--- config.mk ---
export PLATFORM = sky130hd
export DESIGN_NAME = hcrip_port
export DESIGN_NICKNAME = d
export VERILOG_FILES = /design/src/hcrip_pkg.sv /design/src/hcrip_port.sv /design/src/hcrip_sync.sv
export SDC_FILE = /design/constraint.sdc
export NUM_CORES = 1
export LEC_CHECK = 0
export BUFFER_PORTS_ARGS = -buffer_cell sky130_fd_sc_hd__buf_2
export CORE_ASPECT_RATIO = 1.1
export CORE_UTILIZATION = 50
export DETAILED_ROUTE_END_ITERATION = 10
export PLACE_DENSITY = 0.84
export SYNTH_ARGS = -nofsm -noshare
export SYNTH_HDL_FRONTEND = slang
export SYNTH_HIERARCHICAL = 1
export SYNTH_SLANG_ARGS = --single-unit
--- constraint.sdc ---
create_clock -name clock -period 5.2 [get_ports clock]
set_input_delay 0.52 -clock clock [delete_from_list [all_inputs] [get_ports clock]]
set_output_delay 0.52 -clock clock [all_outputs]
set_load 0.02 [all_outputs]
--- src/hcrip_pkg.sv ---
// Operation
// - reset stops device until start bit set
// - reset reloads command, mask, data and transmit config
// - reset completes within ten bus and transmit cycles
// - interrupt on receive, transmit, remote transfer done
// - status register write clears pending interrupt
// - each interrupt source has its own mask
// - write ack starts a local memory write
// - idle level select shapes idle transmit pair
// - isolate input low exercises encoder alone
// - remote transfer request opens each 16-bit transfer except the first read word
// - memory cycle four clocks, ready stretches it
package hcrip_pkg;

  // bus shape
  localparam int ADDR_W = 8;
  localparam int DATA_W = 32;
  localparam int WORD_W = 16;

  // register byte offsets
  localparam logic [ADDR_W-1:0] CMD_OFS  = 8'h00;
  localparam logic [ADDR_W-1:0] ISR_OFS  = 8'h04;
  localparam logic [ADDR_W-1:0] IMR_OFS  = 8'h08;
  localparam logic [ADDR_W-1:0] DCR_OFS  = 8'h0C;
  localparam logic [ADDR_W-1:0] TCR_OFS  = 8'h10;
  localparam logic [ADDR_W-1:0] RSAR_OFS = 8'h14;
  localparam logic [ADDR_W-1:0] RBCR_OFS = 8'h18;
  localparam logic [ADDR_W-1:0] STAT_OFS = 8'h1C;

  // command fields
  localparam int CMD_STOP_BIT  = 0;
  localparam int CMD_START_BIT = 1;
  localparam int CMD_RCMD_LSB  = 3;
  localparam logic [1:0] RCMD_READ  = 2'h1;
  localparam logic [1:0] RCMD_WRITE = 2'h2;

  // interrupt status and mask fields
  localparam int IRQ_W    = 3;
  localparam int ISR_RX   = 0;
  localparam int ISR_TX   = 1;
  localparam int ISR_RDMA = 2;

  // data and transmit configuration fields
  localparam int DCR_WTS_BIT  = 0;
  localparam int DCR_LAS_BIT  = 3;
  localparam int TCR_LOOP_LSB = 1;

  // status register fields
  localparam int STAT_BUSY  = 0;
  localparam int STAT_RUN   = 1;
  localparam int STAT_TXRST = 2;

  // reset values
  localparam logic [7:0]       DCR_RST = 8'h00;
  localparam logic [7:0]       TCR_RST = 8'h00;
  localparam logic [IRQ_W-1:0] IMR_RST = 3'h0;
  localparam logic [IRQ_W-1:0] ISR_RST = 3'h0;

  // timing
  localparam int BUS_CLK_MHZ        = 100;
  localparam int RESET_LIMIT_CYCLES = 10;
  localparam logic [2:0] TX_RST_EDGES = 3'h2;

  // synchroniser lanes
  localparam int SY_TCLK = 0;
  localparam int SY_RDY  = 1;
  localparam int SY_LATCH_WRITE_ACK = 2;
  localparam int SY_LATCH_READ_ACK = 3;
  localparam int SY_SEL  = 4;
  localparam int SY_ISO  = 5;
  localparam int SY_W    = 6;
  localparam logic [SY_W-1:0] SY_RST = 6'h20;

  // remote transfer engine states
  typedef enum logic [2:0] {
    RM_IDLE = 3'h0,
    RM_REQ  = 3'h1,
    RM_T1   = 3'h2,
    RM_T2   = 3'h3,
    RM_T3   = 3'h4,
    RM_T4   = 3'h5
  } hcrip_rmt_e;

endpackage : hcrip_pkg

--- src/hcrip_port.sv ---
// Added by the designer: the Wishbone interface to the registers and the address map.
`timescale 1ns/1ns
module hcrip_port (
  input  wire logic                           clock,
  input  wire logic                           rst,
  input  wire logic                           wb_cyc_i,
  input  wire logic                           wb_stb_i,
  input  wire logic                           wb_we_i,
  input  wire logic [hcrip_pkg::ADDR_W-1:0]   wb_adr_i,
  input  wire logic [3:0]                     wb_sel_i,
  input  wire logic [hcrip_pkg::DATA_W-1:0]   wb_dat_i,
  output logic      [hcrip_pkg::DATA_W-1:0]   wb_dat_o,
  output logic                                wb_ack_o,
  output logic                                irq,
  input  wire logic                           rx_packet_done,
  input  wire logic                           tx_packet_done,
  output logic                                mac_run,
  output logic      [1:0]                     loopback_mode,
  input  wire logic                           transmit_clock,
  output logic                                tx_domain_rst,
  output logic                                remote_transfer_request,
  output logic                                remote_transfer_request_oe,
  input  wire logic                           latch_write_ack,
  input  wire logic                           latch_read_ack,
  input  wire logic                           mem_ready,
  input  wire logic [hcrip_pkg::WORD_W-1:0]   latch_data_in,
  input  wire logic [hcrip_pkg::WORD_W-1:0]   mem_rdata,
  output logic      [hcrip_pkg::WORD_W-1:0]   mem_addr,
  output logic      [hcrip_pkg::WORD_W-1:0]   mem_wdata,
  output logic                                mem_write,
  output logic                                mem_read,
  output logic      [hcrip_pkg::WORD_W-1:0]   port_data,
  output logic                                port_write,
  input  wire logic                           idle_level_sel,
  input  wire logic                           tx_active,
  input  wire logic                           tx_enc_bit,
  output logic                                tx_pos,
  output logic                                tx_neg,
  input  wire logic                           line_encoder_decoder_isolate_test_n,
  output logic                                line_encoder_decoder_test_mode
);
  import hcrip_pkg::*;

  logic                rst_bus;      // synchronised bus-side reset
  logic [SY_W-1:0]     sy;           // synchronised pin lanes
  logic [2*WORD_W-1:0] data_s;       // synchronised data buses
  logic                latch_write_ack_prev_q;  // edge history of write ack
  logic                latch_read_ack_prev_q;  // edge history of read ack
  logic                tclk_prev_q;  // edge history of transmit clock
  logic                latch_write_ack_rise;
  logic                latch_read_ack_rise;
  logic                tclk_rise;

  // register bus
  logic       req;                   // new access, not yet answered
  logic       wr_en;
  logic [7:0] rdata;                 // read mux result

  // registers
  logic             cmd_stop_q;
  logic             cmd_start_q;
  logic [IRQ_W-1:0] isr_q;
  logic [IRQ_W-1:0] imr_q;
  logic [7:0]       dcr_q;
  logic [7:0]       tcr_q;
  logic             dcr_set_q;       // data config has been written
  logic [WORD_W-1:0] rsar_q;
  logic [WORD_W-1:0] rbcr_q;

  // remote transfer engine
  hcrip_rmt_e        state_q;
  logic              dir_wr_q;       // 1 write to memory, 0 read
  logic [WORD_W-1:0] cnt_q;          // bytes still to move
  logic              rdma_evt_q;     // one-cycle completion event
  logic [WORD_W-1:0] step;           // byte or word stride
  logic              launch_rd;
  logic              launch_wr;

  logic [2:0]        tx_edges_q;     // transmit clock edges seen
  logic [IRQ_W-1:0]  isr_set;
  logic [IRQ_W-1:0]  isr_clr;

  // reset asserts at once, releases on the bus clock
  hcrip_sync #(.W(1), .RST_VAL(1'b1)) u_rst_sync (
    .clock (clock),
    .rst   (rst),
    .d     (1'b0),
    .q     (rst_bus)
  );

  // ack, ready, clock, select and isolate pins pass two flops before use
  hcrip_sync #(.W(SY_W), .RST_VAL(SY_RST)) u_pin_sync (
    .clock (clock),
    .rst   (rst),
    .d     ({line_encoder_decoder_isolate_test_n, idle_level_sel, latch_read_ack,
             latch_write_ack, mem_ready, transmit_clock}),
    .q     (sy)
  );

  // data buses too; the strobes above qualify them
  hcrip_sync #(.W(2*WORD_W), .RST_VAL('0)) u_dat_sync (
    .clock (clock),
    .rst   (rst),
    .d     ({mem_rdata, latch_data_in}),
    .q     (data_s)
  );

  // edge history on the second synchroniser stage only
  always_ff @(posedge clock or posedge rst_bus) begin
    if (rst_bus) begin
      latch_write_ack_prev_q <= 1'b0;
      latch_read_ack_prev_q <= 1'b0;
      tclk_prev_q <= 1'b0;
    end else begin
      latch_write_ack_prev_q <= sy[SY_LATCH_WRITE_ACK];
      latch_read_ack_prev_q <= sy[SY_LATCH_READ_ACK];
      tclk_prev_q <= sy[SY_TCLK];
    end
  end

  assign latch_write_ack_rise = sy[SY_LATCH_WRITE_ACK] & ~latch_write_ack_prev_q;
  assign latch_read_ack_rise = sy[SY_LATCH_READ_ACK] & ~latch_read_ack_prev_q;
  assign tclk_rise = sy[SY_TCLK] & ~tclk_prev_q;

  // transmit side leaves reset after two sampled clock edges
  always_ff @(posedge clock or posedge rst_bus) begin
    if (rst_bus) begin
      tx_domain_rst <= 1'b1;
      tx_edges_q    <= 3'h0;
    end else if (tx_domain_rst && tclk_rise) begin
      tx_edges_q <= tx_edges_q + 3'h1;
      if (tx_edges_q + 3'h1 >= TX_RST_EDGES) begin
        tx_domain_rst <= 1'b0;
      end
    end
  end

  // wishbone: one answer per access, dropped the cycle after
  assign req   = wb_cyc_i & wb_stb_i & ~wb_ack_o;
  assign wr_en = req & wb_we_i & wb_sel_i[0];

  // read mux, unmapped offsets read zero
  always_comb begin
    rdata = 8'h00;
    unique case (wb_adr_i)
      CMD_OFS: begin
        rdata[CMD_STOP_BIT]  = cmd_stop_q;
        rdata[CMD_START_BIT] = cmd_start_q;
        rdata[CMD_RCMD_LSB+:2] = (state_q == RM_IDLE) ? 2'h0 :
                                 dir_wr_q ? RCMD_WRITE : RCMD_READ;
      end
      ISR_OFS:  rdata = {5'h00, isr_q};
      IMR_OFS:  rdata = {5'h00, imr_q};
      DCR_OFS:  rdata = dcr_q;
      TCR_OFS:  rdata = tcr_q;
      RSAR_OFS: rdata = rsar_q[7:0];
      RBCR_OFS: rdata = rbcr_q[7:0];
      STAT_OFS: begin
        rdata[STAT_BUSY]  = (state_q != RM_IDLE);
        rdata[STAT_RUN]   = mac_run;
        rdata[STAT_TXRST] = tx_domain_rst;
      end
      default:  rdata = 8'h00;
    endcase
  end

  // answer and read data, both registered
  always_ff @(posedge clock or posedge rst_bus) begin
    if (rst_bus) begin
      wb_ack_o <= 1'b0;
      wb_dat_o <= 32'h0000_0000;
    end else begin
      wb_ack_o <= req;
      if (req) begin
        wb_dat_o <= {24'h00_0000, rdata};
        // upper byte of 16-bit registers
        if (wb_adr_i == RSAR_OFS) begin
          wb_dat_o[15:8] <= rsar_q[15:8];
        end else if (wb_adr_i == RBCR_OFS) begin
          wb_dat_o[15:8] <= rbcr_q[15:8];
        end
      end
    end
  end

  // command: stop set and start clear after reset
  always_ff @(posedge clock or posedge rst_bus) begin
    if (rst_bus) begin
      cmd_stop_q  <= 1'b1;
      cmd_start_q <= 1'b0;
    end else if (wr_en && wb_adr_i == CMD_OFS) begin
      cmd_stop_q  <= wb_dat_i[CMD_STOP_BIT];
      cmd_start_q <= wb_dat_i[CMD_START_BIT];
    end
  end

  // remote command only starts from idle; busy writes are dropped
  assign launch_rd = wr_en && wb_adr_i == CMD_OFS &&
                     wb_dat_i[CMD_RCMD_LSB+:2] == RCMD_READ &&
                     state_q == RM_IDLE;
  assign launch_wr = wr_en && wb_adr_i == CMD_OFS &&
                     wb_dat_i[CMD_RCMD_LSB+:2] == RCMD_WRITE &&
                     state_q == RM_IDLE;

  // configuration registers
  always_ff @(posedge clock or posedge rst_bus) begin
    if (rst_bus) begin
      imr_q     <= IMR_RST;
      dcr_q     <= DCR_RST;
      tcr_q     <= TCR_RST;
      dcr_set_q <= 1'b0;
    end else if (wr_en) begin
      if (wb_adr_i == IMR_OFS) begin
        imr_q <= wb_dat_i[IRQ_W-1:0];
      end
      if (wb_adr_i == DCR_OFS) begin
        dcr_q     <= wb_dat_i[7:0];
        dcr_set_q <= 1'b1;
      end
      if (wb_adr_i == TCR_OFS) begin
        tcr_q <= wb_dat_i[7:0];
      end
    end
  end

  // address and count, byte lanes honoured; left alone by reset
  always_ff @(posedge clock) begin
    if (req && wb_we_i && wb_adr_i == RSAR_OFS) begin
      if (wb_sel_i[0]) rsar_q[7:0]  <= wb_dat_i[7:0];
      if (wb_sel_i[1]) rsar_q[15:8] <= wb_dat_i[15:8];
    end
    if (req && wb_we_i && wb_adr_i == RBCR_OFS) begin
      if (wb_sel_i[0]) rbcr_q[7:0]  <= wb_dat_i[7:0];
      if (wb_sel_i[1]) rbcr_q[15:8] <= wb_dat_i[15:8];
    end
  end

  // sticky events; a set in the clearing cycle survives
  assign isr_set = {rdma_evt_q, tx_packet_done, rx_packet_done};
  assign isr_clr = (wr_en && wb_adr_i == ISR_OFS) ?
                   wb_dat_i[IRQ_W-1:0] : '0;

  always_ff @(posedge clock or posedge rst_bus) begin
    if (rst_bus) begin
      isr_q <= ISR_RST;
    end else begin
      isr_q <= (isr_q & ~isr_clr) | isr_set;
    end
  end

  // one level output, only unmasked flags reach it
  always_ff @(posedge clock or posedge rst_bus) begin
    if (rst_bus) begin
      irq <= 1'b0;
    end else begin
      irq <= |(isr_q & imr_q);
    end
  end

  // mac may only run once started and not isolated
  always_ff @(posedge clock or posedge rst_bus) begin
    if (rst_bus) begin
      mac_run         <= 1'b0;
      line_encoder_decoder_test_mode <= 1'b0;
      loopback_mode   <= 2'h0;
    end else begin
      mac_run <= cmd_start_q & ~cmd_stop_q & sy[SY_ISO];
      line_encoder_decoder_test_mode <= ~sy[SY_ISO];
      loopback_mode   <= tcr_q[TCR_LOOP_LSB+:2];
    end
  end

  // idle pair level; equal when select high, else plus above
  always_ff @(posedge clock or posedge rst_bus) begin
    if (rst_bus) begin
      tx_pos <= 1'b0;
      tx_neg <= 1'b0;
    end else if (tx_active) begin
      tx_pos <= tx_enc_bit;
      tx_neg <= ~tx_enc_bit;
    end else begin
      tx_pos <= ~sy[SY_SEL];
      tx_neg <= 1'b0;
    end
  end

  // request pin driven only in 16-bit mode once configured
  always_ff @(posedge clock or posedge rst_bus) begin
    if (rst_bus) begin
      remote_transfer_request_oe <= 1'b0;
    end else begin
      remote_transfer_request_oe <= dcr_set_q & ~dcr_q[DCR_LAS_BIT];
    end
  end

  assign step = dcr_q[DCR_WTS_BIT] ? 16'h0002 : 16'h0001;

  // remote engine: request, acknowledge, then a t1..t4 cycle; the first read word goes straight to t1
  always_ff @(posedge clock or posedge rst_bus) begin
    if (rst_bus) begin
      state_q                 <= RM_IDLE;
      dir_wr_q                <= 1'b0;
      cnt_q                   <= 16'h0000;
      mem_addr                <= 16'h0000;
      mem_wdata               <= 16'h0000;
      mem_write               <= 1'b0;
      mem_read                <= 1'b0;
      port_data               <= 16'h0000;
      port_write              <= 1'b0;
      remote_transfer_request <= 1'b0;
      rdma_evt_q              <= 1'b0;
    end else begin
      port_write <= 1'b0;
      rdma_evt_q <= 1'b0;
      unique case (state_q)
        RM_IDLE: begin
          mem_addr <= rsar_q;
          cnt_q    <= rbcr_q;
          if ((launch_rd || launch_wr) && rbcr_q == 16'h0000) begin
            rdma_evt_q <= 1'b1;  // empty transfer ends at once
          end else if (launch_wr) begin
            dir_wr_q                <= 1'b1;
            remote_transfer_request <= 1'b1;
            state_q                 <= RM_REQ;
          end else if (launch_rd) begin
            dir_wr_q <= 1'b0;  // read fills the latch first
            state_q  <= RM_T1;
          end
        end
        RM_REQ: begin
          // host ack ends the request and opens a memory cycle
          if ((dir_wr_q && latch_write_ack_rise) ||
              (!dir_wr_q && latch_read_ack_rise)) begin
            remote_transfer_request <= 1'b0;
            state_q                 <= RM_T1;
          end
        end
        RM_T1: begin
          if (dir_wr_q) begin
            mem_wdata <= data_s[WORD_W-1:0];
          end
          state_q <= RM_T2;
        end
        RM_T2: begin
          mem_write <= dir_wr_q;
          mem_read  <= ~dir_wr_q;
          state_q   <= RM_T3;
        end
        RM_T3: begin
          // ready high inserts one wait clock at a time
          if (!sy[SY_RDY]) begin
            state_q <= RM_T4;
          end
        end
        RM_T4: begin
          mem_write <= 1'b0;
          mem_read  <= 1'b0;
          if (!dir_wr_q) begin
            port_data  <= data_s[2*WORD_W-1:WORD_W];
            port_write <= 1'b1;
          end
          mem_addr <= mem_addr + step;
          if (cnt_q <= step) begin
            cnt_q      <= 16'h0000;
            rdma_evt_q <= 1'b1;
            state_q    <= RM_IDLE;
          end else begin
            cnt_q                   <= cnt_q - step;
            remote_transfer_request <= 1'b1;
            state_q                 <= RM_REQ;
          end
        end
        default: state_q <= RM_IDLE;
      endcase
    end
  end
endmodule : hcrip_port

--- src/hcrip_sync.sv ---
`timescale 1ns/1ns
// two-stage synchroniser, the first stage feeds only the second
module hcrip_sync #(
  parameter int           W       = 1,
  parameter logic [W-1:0] RST_VAL = '0
) (
  input  wire logic         clock,
  input  wire logic         rst,
  input  wire logic [W-1:0] d,
  output logic      [W-1:0] q
);

  logic [W-1:0] meta_q;  // metastable stage, read by q only

  // both stages take a constant under reset
  always_ff @(posedge clock or posedge rst) begin
    if (rst) begin
      meta_q <= RST_VAL;
      q      <= RST_VAL;
    end else begin
      meta_q <= d;
      q      <= meta_q;
    end
  end

endmodule : hcrip_sync

; Word-level counts from Yosys, hierarchy flattened
; Index checks and enable logic that the tools add are counted.
[classes]
addsub = 3
order_cmp = 2
n_eq_ne = 20
mux = 36
bitwise = 25
reduce_logical = 38
[ops]
columns = cell, count
row1 = case mux 16 bit (2 select lines), 2
row2 = "== test 8 x 5 -> 1 bit, second input constant", 4
row3 = AND reduction 2 bit, 10
row4 = 2-to-1 mux 3 bit, 6
row5 = case mux 3 bit (6 select lines), 1
row6 = adder 16 x 2 -> 16 bit, 1
row7 = "== test 8 x 4 -> 1 bit, second input constant", 2
row8 = less-or-equal comparator 16 x 2 -> 1 bit, 1
row9 = zero test 16 bit, 1
row10 = 2-to-1 mux 16 bit, 1
row11 = 2-to-1 mux 8 bit, 2
row12 = case mux 2 bit (8 select lines), 1
row13 = subtractor 16 x 2 -> 16 bit, 1
row14 = logical AND 1 bit, 13
row15 = 2-to-1 mux 1 bit, 13
row16 = case mux 3 bit (4 select lines), 1
row17 = NOT 1 bit, 11
row18 = AND 1 bit, 10
row19 = "inequality test 2 bit, second input constant", 5
row20 = case mux 2 bit (5 select lines), 1
row21 = "== test 8 x 3 -> 1 bit, second input constant", 1
row22 = zero test 8 bit, 1
row23 = case mux 1 bit (7 select lines), 1
row24 = AND 3 bit, 2
row25 = 22 further kinds, 32
[totals]
reg_bits = 240
input_bits = 91
output_inout_bits = 94
wordCells = 166

; Depth between registers and ports, before layout
[depth]
word_depth = 11
depth_mapped = 9
mapped_depth_nobuf = 9

; Modules after synthesis
; Netlist, hierarchy kept.
[modules_own_cells]
columns = mod, instances, cells_per_inst, area_per_inst_um2, seq_area_each_um2
row1 = hcrip_port, 1, 617, 7262.0, 4216.5
row2 = hcrip_sync (u_dat_sync), 1, 65, 1605.3, 1601.5
row3 = hcrip_sync (u_pin_sync), 1, 13, 306.5, 302.8
row4 = hcrip_sync (u_rst_sync), 1, 3, 56.3, 52.6

; Worst setup path after synthesis
; Ideal clock, no wire load.
[synth_timing]
path_type = input-to-reg
startpoint = input port wb_adr_i[5] (netlist bit)
endpoint = register rsar_q[0], enable pin
setup_time_ps = 373
arrival_ps = 2604
required_time_ps = 4827
path_slack_ps = 2223
path_stages = 4
path_buffers = 1
path_cell_list = or4b_2 -> nor4_1 -> clkbuf_1 -> nor2b_1
[synth_between]
elab_chain_len = 3
[synth_lines]
columns = element, line
row1 = start: declaration, hcrip_port.sv:9  ; input wire logic [hcrip_pkg::ADDR_W-1:0] wb_adr_i,
row2 = == test 8 x 5 -> 1 bit, hcrip_port.sv:228  ; if (req && wb_we_i && wb_adr_i == RSAR_OFS) begin
row3 = logical AND 1 bit, hcrip_port.sv:228
row4 = AND reduction 2 bit (no source line), --
row5 = end signal: assignment, hcrip_port.sv:229  ; if (wb_sel_i[0]) rsar_q[7:0] <= wb_dat_i[7:0];
row6 = end: declaration, hcrip_port.sv:67  ; logic [WORD_W-1:0] rsar_q;
; Every way passes these cells.
; A chain may end at the register's enable or synchronous reset.

; Final worst setup path
[layout_timing]
startpoint = register dcr_q[0]
endpoint = register cnt_q[7]
[layout_between]
elab_chain_len = 4
elab_cells_between_ends = 5
cone_classes = 1 x add/sub / 1 x order compare / 3 x mux
[layout_lines]
columns = element, line
row1 = start: declaration, hcrip_port.sv:64  ; logic [7:0] dcr_q;
row2 = start signal: assignment, hcrip_port.sv:217  ; dcr_q <= wb_dat_i[7:0];
row3 = 2-to-1 mux 2 bit (*), hcrip_port.sv:296  ; assign step = dcr_q[DCR_WTS_BIT] ? 16'h0002 : 16'h0001;
row4 = subtractor 16 x 2 -> 16 bit / less-or-equal comparator 16 x 2 -> 1 bit (equally long branches), "hcrip_port.sv:368, hcrip_port.sv:363"
row5 = 2-to-1 mux 16 bit (*), hcrip_port.sv:363  ; if (cnt_q <= step) begin
row6 = case mux 16 bit (2 select lines) (*), hcrip_port.sv:315  ; unique case (state_q)
row7 = end signal: assignment, hcrip_port.sv:318  ; cnt_q <= rbcr_q;
row8 = end signal: assignment, hcrip_port.sv:368  ; cnt_q <= cnt_q - step;
row9 = end: declaration, hcrip_port.sv:73  ; logic [WORD_W-1:0] cnt_q;
; Every way passes the cells marked *; elsewhere a longest branch is shown, timed or not.

==> flow_summary.toml <==
[floorplanning]
io_pins = 185
die_area_sq_um = 19000
die_h_um = 145
core-area_sq_um = 17900
rows = 51
start_util_pct = 51.7
die_w_um = 132

[sta]
rsz0062_at_grt = "no"
hold-worst-slack_ns = 0.00546
fmaxAchievable_mhz = 327
relSlewSlack_pct = 22.0
finalWorstSetupSlack_ns = 2.14
hold_viol_final = 0
skew_ns = 0.0102
setup_tns_ns = 0
drv_slew = 0
post-route-period-util_pct = 58.8
fin_crit_ns = 3.06
tightestPinTransition_ns = 1.17
setup_viol = 0

[logic_synthesis]
netlist_instances = 698
synth_top_flop_cell = "dfrtp_1"
netlist_top_cells_count = "202 x dfrtp_1, 52 x mux2_2, 52 x nand2_1, 43 x nor2_1, 32 x edfxtp_1"
synth_area_leaders = "dfrtp_1 55%, edfxtp_1 10%, mux2_2 6.3%"
synth_top_area_cell = "dfrtp_1"
synth_edf_count = 32
ys_seq_elements = 240
yosysTopAreaCellShare_pct = 54.8
synthesis.area_sq_um = 9230
synth.distinct_cells = 65
async_flop_share_pct = 86.7
yosysMostFrequentCell = "dfrtp_1"
yosysSeqAreaShare_pct = 66.9
yosysWarningCount = 6
avgSynthCellArea_sq_um = 13.2

[global_routing]
antenna_found_initial = 2
grt_overflow = 0
grt_pass1_vias = 6367
grt_use_total_pct = 22.6
grt_pass1_wl_mm = 33.6
grt_max_degree = 73

[detailed_routing]
vias = 6308
avgRoutedWirePerCell_um = 18.8
drc = 0
ant_nets = 0
dr.pass1.iters = 5
drt-initial-drc-count = 493
vias_per_cell = 5.65
drt-total-wl_mm = 21.1

[place]
port_buffers = 150
globalplace.congestion = 0.922
dpl-instance-area_sq_um = 10200
dpl.hpwl_mm = 14.3
place_ws_ns = 1.96

[min_path]
hold_class = "primary input to asynchronous set/reset pin"

[setup_path]
cp_data_arrival_time_ns = 3.46
cp-start-kind = "register"
path_max_fanout = 15
cp.required_ns = 5.60
critical_path_class = "register to register"
worst_setup_path_end_kind = "register"

[power_and_ir_drop]
powerDensity_nw_per_um2 = 504
worst_ir_drop_vdd_mv = 0.344
p_leak_nw = 5.09

[clocking]
cts_resized = 0
clk_pin_slew_ns = 0.06
cts_inserted_buffers = 25
numClockSinks = 240
postCtsSetupBuffers = 0
worstSkewPairLatency_ns = 0.52
cts_root_buffer = "clkbuf_16"
ctsHoldBuffers = 0
cts_tree = "built"
ctsHtreeMaxLevel = 1
max-clock-path-buffers = 3

[cells_and_area]
design_area_sq_um = 11100
area_growth_pct = 20.0
final_nets = 958
drive_gt1_share_pct = 30.9

[outcome]
status = "completed"

[job]
maxCapViolCount = 0
-- layout by cell type, fill, tap and decap left out, types with 8 or more instances in the layout --
cell type and instances:
dfrtp_1 202, buf_2 150, nand2_1 52, mux2_2 52
nor2_1 43, edfxtp_1 32, clkbuf_16 27, o21ai_0 25
a21oi_1 19, inv_1 18, conb_1 17, nor3_1 15
nand3_1 13, a221oi_1 13, a21o_1 12, nor4_1 9
buf_4 9, nor2b_1 8, a221o_1 8
-- power by group --
group          internal [mW]  switching [mW]  leakage, nW
Clock                   1.10           0.725        0.418
Sequential              2.17           0.243         2.84
Combinational          0.520           0.834         1.83
-- final timing paths --
path | end | slack (ns) | cells after the start | from
max | cnt_q[7] | 2.14 | 8 | dcr_q[0]
min | u_pin_sync/meta_q[4] | 0.005 | 2 | rst
max reg2reg | cnt_q[7] | 2.14 | 8 | dcr_q[0]
min in group clock | u_pin_sync/meta_q[5] | 0.09 | 1 | line_encoder_decoder_isolate_test_n
min reg2reg | u_dat_sync/q[24] | 0.34 | 0 | u_dat_sync/meta_q[24]
max in group asynchronous | mem_addr[0] | 3.43 | 2 | u_rst_sync/q
-- metrics by stage --
step / cells / util, % / power, mW
finish: 1117 / 62.0 / 5.59
global route: 1116 / 62.0 / 5.86
CTS: 1116 / 62.0 / 5.62
detailed placement: 1070 / 57.1 / 3.78
global placement: 1070 / 57.1 / 3.71
floorplan: 714 / - / 3.34
-- registers in the layout, indices dropped and copies added, names as in the netlist, 3 cells and up --
signal and cells:
rbcr_q 16, mem_wdata 16, tcr_q 8, port_data 16, rsar_q 16, wb_dat_o 16, mem_addr 16, isr_q 3
dcr_q 8, u_dat_sync/q 32, imr_q 3, tx_edges_q 3, cnt_q 16, u_pin_sync/q 6, u_pin_sync/meta_q 6, u_dat_sync/meta_q 32
state_q 3
-- final cells by class --
type                            count  area (sq um)
Clock buffer                       35           736
Tap cell                          238           298
Antenna cell                        1          2.50
Sequential cell                   240          6170
Fill cell                        1369          6790
Multi-Input combinational cell    413          2840
Inverter                           20          77.6
Clock inverter                     11           126
Timing Repair Buffer              159           818
-- worst max-delay path: stages (launching register included) --
cell and delay [ns]:
dfrtp_1 0.42, inv_1 0.21, ha_1 0.20, inv_1 0.05, fa_1 0.44, a2111oi_1 0.56
a21o_1 0.52, o21ai_0 0.20, a221o_1 0.34
-- per-layer routing --
| layer | share of wire (%) | track usage (%) | up-vias | wire length, um |
|---|---|---|---|---|
| met4 | 2.6 | 8.14 | 0 | 551 |
| li1 | - | - | 2835 | - |
| met5 | 0 | 0 | - | 0 |
| met2 | 50 | 39.3 | 283 | 10500 |
| met1 | 38 | 27.7 | 3150 | 8110 |
| met3 | 8.9 | 5.57 | 40 | 1870 |
-- logic make-up (layout without fill, tap and decap cells) --
group                    Yosys count  after routing  share of synthesized area, %
AO/OA/AOI/OAI                    126            126                          9.69
XOR/XNOR                          11             11                          1.04
adder cells (fa/ha/maj)            8              8                          1.25
buffers and inverters             61            225                          3.16
flip-flops                       240            240                          66.9
multiplexers                      58             58                          7.13
other                              1             18                        0.0406
AND/OR/NAND/NOR                  193            193                          10.8
Power figures use the tool's default switching activity.
